**src/hw/ccx_params.svh**
```systemverilog
// offsets, field positions, encodings and cycle counts of the carry/clear executor
`ifndef CCX_PARAMS_SVH
`define CCX_PARAMS_SVH

// ==========================================================================
// register indices (byte address = index * 4)
`define CCX_REG_COUNT 256
`define CCX_FLAGS_IDX 8'hD5
`define CCX_INSTR_IDX 9'h100
`define CCX_STATUS_IDX 9'h101
`define CCX_FLAGS_RESET 8'h00
`define CCX_REG_RESET 8'h00

// ==========================================================================
// field positions
`define CCX_CARRY_BIT 7
`define CCX_ST_BUSY_BIT 0
`define CCX_ST_ILLEGAL_BIT 1
`define CCX_ST_REFUSED_BIT 2

// ==========================================================================
// opcodes, lengths and timing
`define CCX_OPC_CARRY 8'hEF
`define CCX_OPC_ZERO_DIR 8'hB0
`define CCX_OPC_ZERO_IND 8'hB1
`define CCX_BYTES_CARRY 2'h1
`define CCX_BYTES_ZERO 2'h2
`define CCX_CYC_CARRY 3'h4
`define CCX_CYC_ZERO 3'h4
`define CCX_CLEAR_VAL 8'h00

`endif

```
**src/hw/ccx_pkg.sv**
```systemverilog
// types shared by the carry/clear executor
package ccx_pkg;

  // ========================================================================
  // decoded operation kinds
  typedef enum logic [1:0] {
    CCX_K_NONE = 2'b00,
    CCX_K_CARRY = 2'b01,
    CCX_K_ZERO_DIR = 2'b10,
    CCX_K_ZERO_IND = 2'b11
  } ccx_kind_t;

  // ========================================================================
  // execution sequencer states
  typedef enum logic [2:0] {
    CCX_ST_IDLE = 3'b000,
    CCX_ST_FETCH = 3'b001,
    CCX_ST_ADDR = 3'b010,
    CCX_ST_EXEC = 3'b011,
    CCX_ST_WRITE = 3'b100
  } ccx_state_t;

endpackage : ccx_pkg

```
**src/hw/ccx_exec.sv**
```systemverilog
// carry complement and register clear executor with wishbone register access
//
// Decided for this implementation: the Wishbone slave port.
`timescale 1ns/1ps
`include "ccx_params.svh"

module ccx_exec
  import ccx_pkg::*;
(
  // clock and reset
  input wire logic clk_i,
  input wire logic rst_i,
  // wishbone slave
  input wire logic wb_cyc_i,
  input wire logic wb_stb_i,
  input wire logic wb_we_i,
  input wire logic [10:0] wb_adr_i,
  input wire logic [3:0] wb_sel_i,
  input wire logic [31:0] wb_dat_i,
  output logic [31:0] wb_dat_o,
  output logic wb_ack_o,
  // core status
  output logic busy_o,
  output logic carry_o
);

  // ==========================================================================
  // declarations
  logic [7:0] regs_q [0:`CCX_REG_COUNT-1];
  logic ack_q;
  logic [31:0] dat_q;
  ccx_state_t state_q;
  ccx_kind_t kind_q;
  logic [7:0] operand_q;
  logic [7:0] dst_q;
  logic [7:0] wdata_q;
  logic busy_q;
  logic illegal_q;
  logic refused_q;
  logic [1:0] last_bytes_q;
  logic [2:0] last_cycles_q;
  logic [7:0] done_cnt_q;
  logic dec_legal;
  ccx_kind_t dec_kind;
  logic [1:0] dec_bytes;
  logic [2:0] dec_cycles;
  logic [8:0] bus_idx;
  logic bus_req;
  logic bus_wr;
  logic instr_wr;
  logic start;
  logic [7:0] flags_w;

  // ==========================================================================
  // bus decode; a write commits on the edge where the master sees ack
  assign bus_idx = wb_adr_i[10:2];
  assign bus_req = wb_cyc_i & wb_stb_i;
  assign bus_wr = bus_req & wb_we_i & ack_q;
  assign instr_wr = bus_wr && (bus_idx == `CCX_INSTR_IDX) && (wb_sel_i[1:0] == 2'b11);
  assign start = instr_wr && dec_legal && (state_q == CCX_ST_IDLE);
  assign flags_w = regs_q[`CCX_FLAGS_IDX];

  // outputs straight from flip-flops
  assign wb_ack_o = ack_q;
  assign wb_dat_o = dat_q;
  assign busy_o = busy_q;
  assign carry_o = regs_q[`CCX_FLAGS_IDX][`CCX_CARRY_BIT];

  // instruction byte decoded straight off the write data
  ccx_decode u_decode (
    .opcode_i(wb_dat_i[7:0]),
    .legal_o(dec_legal),
    .kind_o(dec_kind),
    .bytes_o(dec_bytes),
    .cycles_o(dec_cycles)
  );

  // ==========================================================================
  // read mux: register file, instruction echo, status; unmapped reads zero
  function automatic logic [31:0] read_word(input logic [8:0] idx);
    logic [31:0] w;
    w = 32'h0000_0000;
    if (idx < 9'h100) begin
      w[7:0] = regs_q[idx[7:0]];
    end else if (idx == `CCX_INSTR_IDX) begin
      w[15:8] = operand_q;
      w[17:16] = kind_q;
    end else if (idx == `CCX_STATUS_IDX) begin
      w[`CCX_ST_BUSY_BIT] = busy_q;
      w[`CCX_ST_ILLEGAL_BIT] = illegal_q;
      w[`CCX_ST_REFUSED_BIT] = refused_q;
      w[5:4] = last_bytes_q;
      w[10:8] = last_cycles_q;
      w[23:16] = done_cnt_q;
    end
    return w;
  endfunction : read_word

  // ==========================================================================
  // wishbone handshake: ack one cycle after the request, dropped the next
  always_ff @(posedge clk_i) begin
    if (rst_i) begin
      ack_q <= 1'b0;
    end else begin
      ack_q <= bus_req & ~ack_q;
    end
  end

  // read data captured as ack rises, held while ack is high
  always_ff @(posedge clk_i) begin
    if (rst_i) begin
      dat_q <= 32'h0000_0000;
    end else if (bus_req & ~ack_q) begin
      dat_q <= read_word(bus_idx);
    end
  end

  // ==========================================================================
  // sequencer: fetch, address resolve, execute, write back
  always_ff @(posedge clk_i) begin
    if (rst_i) begin
      state_q <= CCX_ST_IDLE;
      kind_q <= CCX_K_NONE;
      operand_q <= 8'h00;
      dst_q <= 8'h00;
      wdata_q <= 8'h00;
    end else begin
      case (state_q)
        CCX_ST_IDLE: begin
          if (start) begin
            state_q <= CCX_ST_FETCH;
            kind_q <= dec_kind;
            operand_q <= (dec_bytes == `CCX_BYTES_CARRY) ? 8'h00 : wb_dat_i[15:8];
          end
        end
        CCX_ST_FETCH: begin
          state_q <= CCX_ST_ADDR;
        end
        CCX_ST_ADDR: begin
          // indirect form reads the pointer; the pointer is written only when it holds its own index
          if (kind_q == CCX_K_CARRY) begin
            dst_q <= `CCX_FLAGS_IDX;
          end else if (kind_q == CCX_K_ZERO_IND) begin
            dst_q <= regs_q[operand_q];
          end else begin
            dst_q <= operand_q;
          end
          state_q <= CCX_ST_EXEC;
        end
        CCX_ST_EXEC: begin
          if (kind_q == CCX_K_CARRY) begin
            // only the carry bit is flipped, the other flags ride through
            wdata_q <= regs_q[dst_q] ^ (8'h01 << `CCX_CARRY_BIT);
          end else begin
            wdata_q <= `CCX_CLEAR_VAL;
          end
          state_q <= CCX_ST_WRITE;
        end
        CCX_ST_WRITE: begin
          state_q <= CCX_ST_IDLE;
        end
        default: begin
          state_q <= CCX_ST_IDLE;
        end
      endcase
    end
  end

  // busy spans exactly fetch through write back, four cycles for every form
  always_ff @(posedge clk_i) begin
    if (rst_i) begin
      busy_q <= 1'b0;
    end else if (state_q == CCX_ST_IDLE) begin
      busy_q <= start;
    end else begin
      busy_q <= (state_q != CCX_ST_WRITE);
    end
  end

  // ==========================================================================
  // register file; bus writes are refused while busy so the core owns it
  always_ff @(posedge clk_i) begin
    if (rst_i) begin
      for (int i = 0; i < `CCX_REG_COUNT; i++) begin
        regs_q[i] <= (i == `CCX_FLAGS_IDX) ? `CCX_FLAGS_RESET : `CCX_REG_RESET;
      end
    end else if (state_q == CCX_ST_WRITE) begin
      // clear only touches its destination, so flags change only if named
      regs_q[dst_q] <= wdata_q;
    end else if (bus_wr && (bus_idx < 9'h100) && wb_sel_i[0] && !busy_q) begin
      regs_q[bus_idx[7:0]] <= wb_dat_i[7:0];
    end
  end

  // ==========================================================================
  // status: sticky errors, set wins over a write-one clear
  always_ff @(posedge clk_i) begin
    if (rst_i) begin
      illegal_q <= 1'b0;
      refused_q <= 1'b0;
    end else begin
      illegal_q <= (instr_wr && !dec_legal) ||
                   (illegal_q && !(bus_wr && (bus_idx == `CCX_STATUS_IDX) && wb_sel_i[0] &&
                                   wb_dat_i[`CCX_ST_ILLEGAL_BIT]));
      refused_q <= (instr_wr && dec_legal && (state_q != CCX_ST_IDLE)) ||
                   (refused_q && !(bus_wr && (bus_idx == `CCX_STATUS_IDX) && wb_sel_i[0] &&
                                   wb_dat_i[`CCX_ST_REFUSED_BIT]));
    end
  end

  // last accepted instruction length and timing, and a completion counter
  always_ff @(posedge clk_i) begin
    if (rst_i) begin
      last_bytes_q <= 2'h0;
      last_cycles_q <= 3'h0;
      done_cnt_q <= 8'h00;
    end else begin
      if (start) begin
        last_bytes_q <= dec_bytes;
        last_cycles_q <= dec_cycles;
      end
      if (state_q == CCX_ST_WRITE) begin
        done_cnt_q <= done_cnt_q + 8'h01;
      end
    end
  end

  // ==========================================================================
  // checks
  AST_CARRY_INVERT: assert property (
    @(posedge clk_i) disable iff (rst_i)
    (state_q == CCX_ST_EXEC && kind_q == CCX_K_CARRY)
      |-> ##2 (carry_o == !$past(carry_o, 2)))
    else $error("carry not complemented");

  AST_CARRY_OTHERS: assert property (
    @(posedge clk_i) disable iff (rst_i)
    (state_q == CCX_ST_WRITE && kind_q == CCX_K_CARRY)
      |=> (flags_w[6:0] == $past(flags_w[6:0])))
    else $error("complement carry disturbed another flag");

  AST_CARRY_ONLY: assert property (
    @(posedge clk_i) disable iff (rst_i)
    (state_q == CCX_ST_WRITE && kind_q == CCX_K_CARRY)
      |-> ((wdata_q ^ regs_q[dst_q]) == 8'h80))
    else $error("complement carry write differs from flags beyond carry");

  AST_FOUR_CYCLES: assert property (
    @(posedge clk_i) disable iff (rst_i)
    $rose(busy_q) |-> busy_q [*4] ##1 !busy_q)
    else $error("instruction did not take four cycles");

  AST_BUSY_START: assert property (
    @(posedge clk_i) disable iff (rst_i)
    start |=> (busy_q && state_q == CCX_ST_FETCH))
    else $error("accepted instruction did not start");

  AST_CARRY_LEN: assert property (
    @(posedge clk_i) disable iff (rst_i)
    (start && dec_kind == CCX_K_CARRY) |=> (last_bytes_q == 2'h1 && last_cycles_q == 3'h4))
    else $error("complement carry length or timing wrong");

  AST_FLAGS_HOME: assert property (
    @(posedge clk_i) disable iff (rst_i)
    (state_q == CCX_ST_WRITE && kind_q == CCX_K_CARRY) |-> (dst_q == 8'hD5))
    else $error("carry written outside flags register");

  AST_ZERO_DIRECT: assert property (
    @(posedge clk_i) disable iff (rst_i)
    (state_q == CCX_ST_WRITE && kind_q == CCX_K_ZERO_DIR)
      |-> (dst_q == operand_q) ##1 (regs_q[$past(dst_q)] == 8'h00))
    else $error("direct clear missed its register");

  AST_ZERO_DATA: assert property (
    @(posedge clk_i) disable iff (rst_i)
    (state_q == CCX_ST_WRITE && kind_q != CCX_K_CARRY) |-> (wdata_q == 8'h00))
    else $error("clear wrote a nonzero value");

  AST_ZERO_INDIRECT: assert property (
    @(posedge clk_i) disable iff (rst_i)
    (state_q == CCX_ST_ADDR && kind_q == CCX_K_ZERO_IND)
      |=> (dst_q == $past(regs_q[operand_q])) ##2 (regs_q[dst_q] == 8'h00))
    else $error("indirect clear missed the pointed register");

  AST_ZERO_PTR: assert property (
    @(posedge clk_i) disable iff (rst_i)
    (state_q == CCX_ST_WRITE && kind_q == CCX_K_ZERO_IND && dst_q != operand_q)
      |=> (regs_q[operand_q] == $past(regs_q[operand_q])))
    else $error("indirect clear changed its pointer");

  AST_ZERO_FLAGS: assert property (
    @(posedge clk_i) disable iff (rst_i)
    (state_q == CCX_ST_WRITE && kind_q != CCX_K_CARRY && dst_q != 8'hD5)
      |=> $stable(flags_w))
    else $error("clear modified the flags");

  AST_ACK_LATENCY: assert property (
    @(posedge clk_i) disable iff (rst_i)
    (bus_req && !ack_q) |=> ack_q)
    else $error("request not acknowledged after one cycle");

  AST_ACK_ONE: assert property (
    @(posedge clk_i) disable iff (rst_i)
    $rose(ack_q) |=> !ack_q)
    else $error("ack held longer than one cycle");

endmodule : ccx_exec

```
**src/hw/ccx_decode.sv**
```systemverilog
// opcode decoder: operation kind, byte count and cycle count
`timescale 1ns/1ps
`include "ccx_params.svh"

module ccx_decode
  import ccx_pkg::*;
(
  // opcode in
  input wire logic [7:0] opcode_i,
  // decode out
  output logic legal_o,
  output ccx_kind_t kind_o,
  output logic [1:0] bytes_o,
  output logic [2:0] cycles_o
);

  // ========================================================================
  // decode table; anything else is reported illegal and never executed
  always_comb begin
    legal_o = 1'b1;
    kind_o = CCX_K_NONE;
    bytes_o = 2'h0;
    cycles_o = 3'h0;
    case (opcode_i)
      `CCX_OPC_CARRY: begin
        kind_o = CCX_K_CARRY;
        bytes_o = `CCX_BYTES_CARRY;
        cycles_o = `CCX_CYC_CARRY;
      end
      `CCX_OPC_ZERO_DIR: begin
        kind_o = CCX_K_ZERO_DIR;
        bytes_o = `CCX_BYTES_ZERO;
        cycles_o = `CCX_CYC_ZERO;
      end
      `CCX_OPC_ZERO_IND: begin
        kind_o = CCX_K_ZERO_IND;
        bytes_o = `CCX_BYTES_ZERO;
        cycles_o = `CCX_CYC_ZERO;
      end
      default: begin
        legal_o = 1'b0;
      end
    endcase
  end

endmodule : ccx_decode

```
**config.mk**
```make
export PLATFORM = sky130hd
export DESIGN_NAME = ccx_exec
export DESIGN_NICKNAME = d
export VERILOG_FILES = /design/src/hw/ccx_pkg.sv /design/src/hw/ccx_exec.sv /design/src/hw/ccx_decode.sv
export VERILOG_INCLUDE_DIRS = /design/src /design/src/hw
export SDC_FILE = /design/constraint.sdc
export NUM_CORES = 2
export LEC_CHECK = 0
export BUFFER_PORTS_ARGS = -buffer_cell sky130_fd_sc_hd__buf_2
export CAP_MARGIN = 20
export CELL_PAD_IN_SITES_DETAIL_PLACEMENT = 0
export CELL_PAD_IN_SITES_GLOBAL_PLACEMENT = 1
export CORE_MARGIN = 5
export CORE_UTILIZATION = 51
export CTS_BUF_LIST = sky130_fd_sc_hd__clkbuf_2 sky130_fd_sc_hd__clkbuf_4 sky130_fd_sc_hd__clkbuf_8
export DETAILED_ROUTE_END_ITERATION = 10
export PLACE_DENSITY_LB_ADDON = 0.1
export REMOVE_ABC_BUFFERS = 1
export SLEW_MARGIN = 0
export SYNTH_ARGS = -nofsm -noshare
export SYNTH_HDL_FRONTEND = slang
export SYNTH_HIERARCHICAL = 1
export SYNTH_SLANG_ARGS = --single-unit
```
**constraint.sdc**
```tcl
create_clock -name clk_i -period 2.8 [get_ports clk_i]
set_input_delay 0.14 -clock clk_i [delete_from_list [all_inputs] [get_ports clk_i]]
set_output_delay 0.14 -clock clk_i [all_outputs]
set_load 0.02 [all_outputs]
```
==> reports/metrics.csv <==
metric,value,unit
data required time of the critical path,3.76,ns
Worst IR Drop VDD,0.489,mV
most repeated cell in the gate-level netlist after synthesis,sky130_fd_sc_hd__nor2_1,
initial cell density of the core,0.511,
vias after detailed routing,106000,
final critical-path required period,3.30,ns
cells traversed along the worst timing path,buf_16 > buf_8 > mux4_2 > mux4_2 > a22o_1 > a211oi_4 > buf_6 > a31oi_4 > a32o_1,
dominant combinational cell family by area after synthesis,multiplexers,
R2R setup slack,-0.50,ns
largest stage delay on the critical path,0.64,ns
placeable core area,248000,µm²
row cnt,183,
count of cells along the worst hold path,7,
Avg WL per Cell,42.3,µm
Final Wtd Congestion,1.10,
simple-gate area share of the yosys netlist,0.114,
yosys synthesis warning count,6,
number of clock sinks,2134,
classification of the worst-slack hold path,in -> reg,
Tot GR Track Use,0.472,
chip height,509,µm
Placement Setup Slack,-1.23,ns
main flop type after synthesis,sky130_fd_sc_hd__edfxtp_1,
maxcap violations,0,
final setup skew,0.0493,ns
clock tree root buffer cell,sky130_fd_sc_hd__clkbuf_8,
adder-cell area share of the yosys netlist,0.0000986,
setup TNS after final layout,-879.31,ns
mux contribution to synthesized area,0.318,
outcome,finished with violations,
Synth Area in Compound Gates,0.0371,
hold violation total from the final report,2,
Synth area leaders,"sky130_fd_sc_hd__edfxtp_1 (48%), sky130_fd_sc_hd__mux4_2 (29%), sky130_fd_sc_hd__nor2_1 (6.4%)",
Seq cells post-synth,2134,
TritonRoute pass-1 iters,6,
reg2reg end,wdata_q[6],
Post-Syn Instances,9043,
Setup CP Type,reg -> reg,
sum of overflow across all layers after global routing,0,
CP most frequent cell,sky130_fd_sc_hd__mux4_2,
hold slack final,-0.0428,ns
pin count of the biggest net entering global routing,94,
Critical Path Source Type,flip-flop,
FF-to-FF path depth,9,
number of top-level design ports,87,
sort of element at the end of the critical path,flip-flop,
clk slew on worst S/H paths,0.07,ns
Fmax achieved,303,MHz
detailed-route wire length,621000,µm
final-layout fill cell count,18200,
proportion of layout cells with a drive suffix above 1,0.458,
Buffers on Ports,58,
antenna violations before repair,62,
worst hold path startpoint,wb_sel_i[0],
"Setup violations, final",4114,
synth cell count leaders,"sky130_fd_sc_hd__nor2_1 (2174), sky130_fd_sc_hd__edfxtp_1 (2048), sky130_fd_sc_hd__mux4_2 (1647)",
TritonCTS buffer count,375,
Residual DRC,0,
number of pins with negative max-slew slack in the final report,0,
xor-xnor portion of the synthesized cell area,0.000552,
die span in x,509,µm
htree depth,5,
vias in the first global route,101000,
clock latency on the worst-skew pair,1.07,ns
syn avg cell area,14.0,µm²
number of enable flip-flop cells after synthesis,2048,
highest-delay cell along the critical path,sky130_fd_sc_hd__mux4_2,
full die area,259000,µm²
critical-path maximum fanout,8,
cell area after synthesis,127000,µm²
fin nets,11100,
Leakage,56.9,nW
part of the Yosys area used for sequential elements,0.498,
Final WS setup,-0.497,ns
data arrival time of the critical path,4.26,ns
final worst-path cycle share,1.18,
Bufs on Longest Clock Path,4,
violated checks,"hold timing, setup timing",
tightest slew margin relative to the limit,0.303,
estimated wirelength of the detail-placed design,462000,µm
share of async-settable or async-resettable flops after synthesis,0,
share of the synthesized area in the top cell type,0.485,
number of violations reported at the end of detailed-routing iteration 0,19500,
wire length of the first global-routing pass,834000,µm
setup repair after global routing missed its margin,yes,
Min-Delay Endpoint,busy_o,
cell taking the most area after synthesis,sky130_fd_sc_hd__edfxtp_1,
TritonCTS clock tree,built,
number of routed nets with antenna violations,0,
number of distinct library cell variants in the gate-level netlist after synthesis,90,
Post-Layout Inst Area,163000,µm²
mean number of vias per cell,7.22,
slew at the pin closest to its max-slew limit,1.04,ns
P&R area growth vs syn,28.8,%
total cell area at the placement stage,149000,µm²
power density over the cells,457,nW/µm²
==> power by group <==
part           internal [W]  leakage (nW)  switching (W)  total [W]
sequential           0.0359          21.8        0.00105     0.0370
clock                0.0159          3.94         0.0142     0.0300
combinational       0.00347          31.1        0.00412    0.00759
total                0.0553          56.9         0.0193     0.0746
==> worst max-delay path by stage <==
stage	startpoint	to	slack, ns
after detailed placement	flip-flop	flip-flop	-1.23
final	flip-flop	wdata_q[6]	-0.50
after global placement	flip-flop	flip-flop	-1.14
after global routing	flip-flop	wdata_q[6]	-0.44
after CTS	flip-flop	flip-flop	-0.44
after floorplan	flip-flop	flip-flop	-21.37
==> area by class of cell <==
| type | count | area [µm²] | share of cell area |
|---|---|---|---|
| inverters | 18 | 85.1 | 0.000521 |
| well taps | 3330 | 4170 | 0.0255 |
| clock buffers | 485 | 6090 | 0.0373 |
| diodes | 42 | 105 | 0.000643 |
| clock inverters | 178 | 1360 | 0.00834 |
| flip-flops and latches | 2134 | 63300 | 0.387 |
| multi-input cells | 6020 | 62500 | 0.383 |
| repair buffers | 2470 | 25800 | 0.158 |
==> registers in the layout, summed over array words and instances (netlist names), named ones only <==
register / flops
kind_q: 2
wdata_q: 8
wb_ack_o: 1
dst_q: 8
refused_q: 1
last_bytes_q: 2
wb_dat_o: 24
illegal_q: 1
done_cnt_q: 8
last_cycles_q: 3
operand_q: 8
regs_q: 2048
busy_o: 1
state_q: 3
==> through the flow <==
stage	cells	total power, W	utilization	hold WS [ns]
final	14700	0.0746	0.658	-0.0428
after global routing	14600	0.0761	0.658	0.00464
after CTS	14500	0.0742	0.646	0.00429
after detailed placement	13700	0.0446	0.599	0.449
after global placement	13700	0.0445	0.599	0.440
after floorplan	8171	0.0401	-	0.209
==> what timing repair did <==
action	in CTS	in global routing
cloned	24	17
hold endpoints to repair	261	10
pin swaps	40	77
setup buffers	105	106
gates resized for setup	490	329
setup endpoints to repair	4124	4130
hold buffers	42	4
==> worst max-delay path, delay by kind of cell (launching register included) <==
kind	cells	cell delay (ns)
DFF	1	0.45
AOI/OAI and AO/OA	4	0.93
muxes	2	1.17
buffers and inverters	3	0.60
==> cells by family (layout without fill, tap and decap cells) <==
kind of cell | Yosys count | in the layout
XOR/XNOR | 8 | 8
AO/OA/AOI/OAI | 672 | 673
AND/OR/NAND/NOR | 3361 | 3361
buffers and inverters | 898 | 3151
flip-flops | 2134 | 2134
other | 2 | 52
multiplexers | 1967 | 1967
adder cells (fa/ha/maj) | 1 | 1
==> layer usage <==
layer	GRT usage	share of wire
met5	0.00426	0.00049
met4	0.328	0.091
met3	0.174	0.16
met2	0.664	0.42
met1	0.610	0.33
==> placed cells by master (no fill, tap or decap), drive strengths merged, types with 51 or more instances in the layout <==
| master | count |
|---|---|
| a211oi | 60 |
| a21oi | 135 |
| a22oi | 121 |
| buf | 2403 |
| clkbuf | 504 |
| clkinv | 141 |
| dfxtp | 86 |
| edfxtp | 2048 |
| mux2i | 295 |
| mux4 | 1647 |
| nand2 | 512 |
| nand2b | 288 |
| nand3 | 105 |
| nor2 | 2187 |
| nor3 | 51 |
| o21ai | 78 |
No activity file was read; power rests on OpenSTA's default activity.
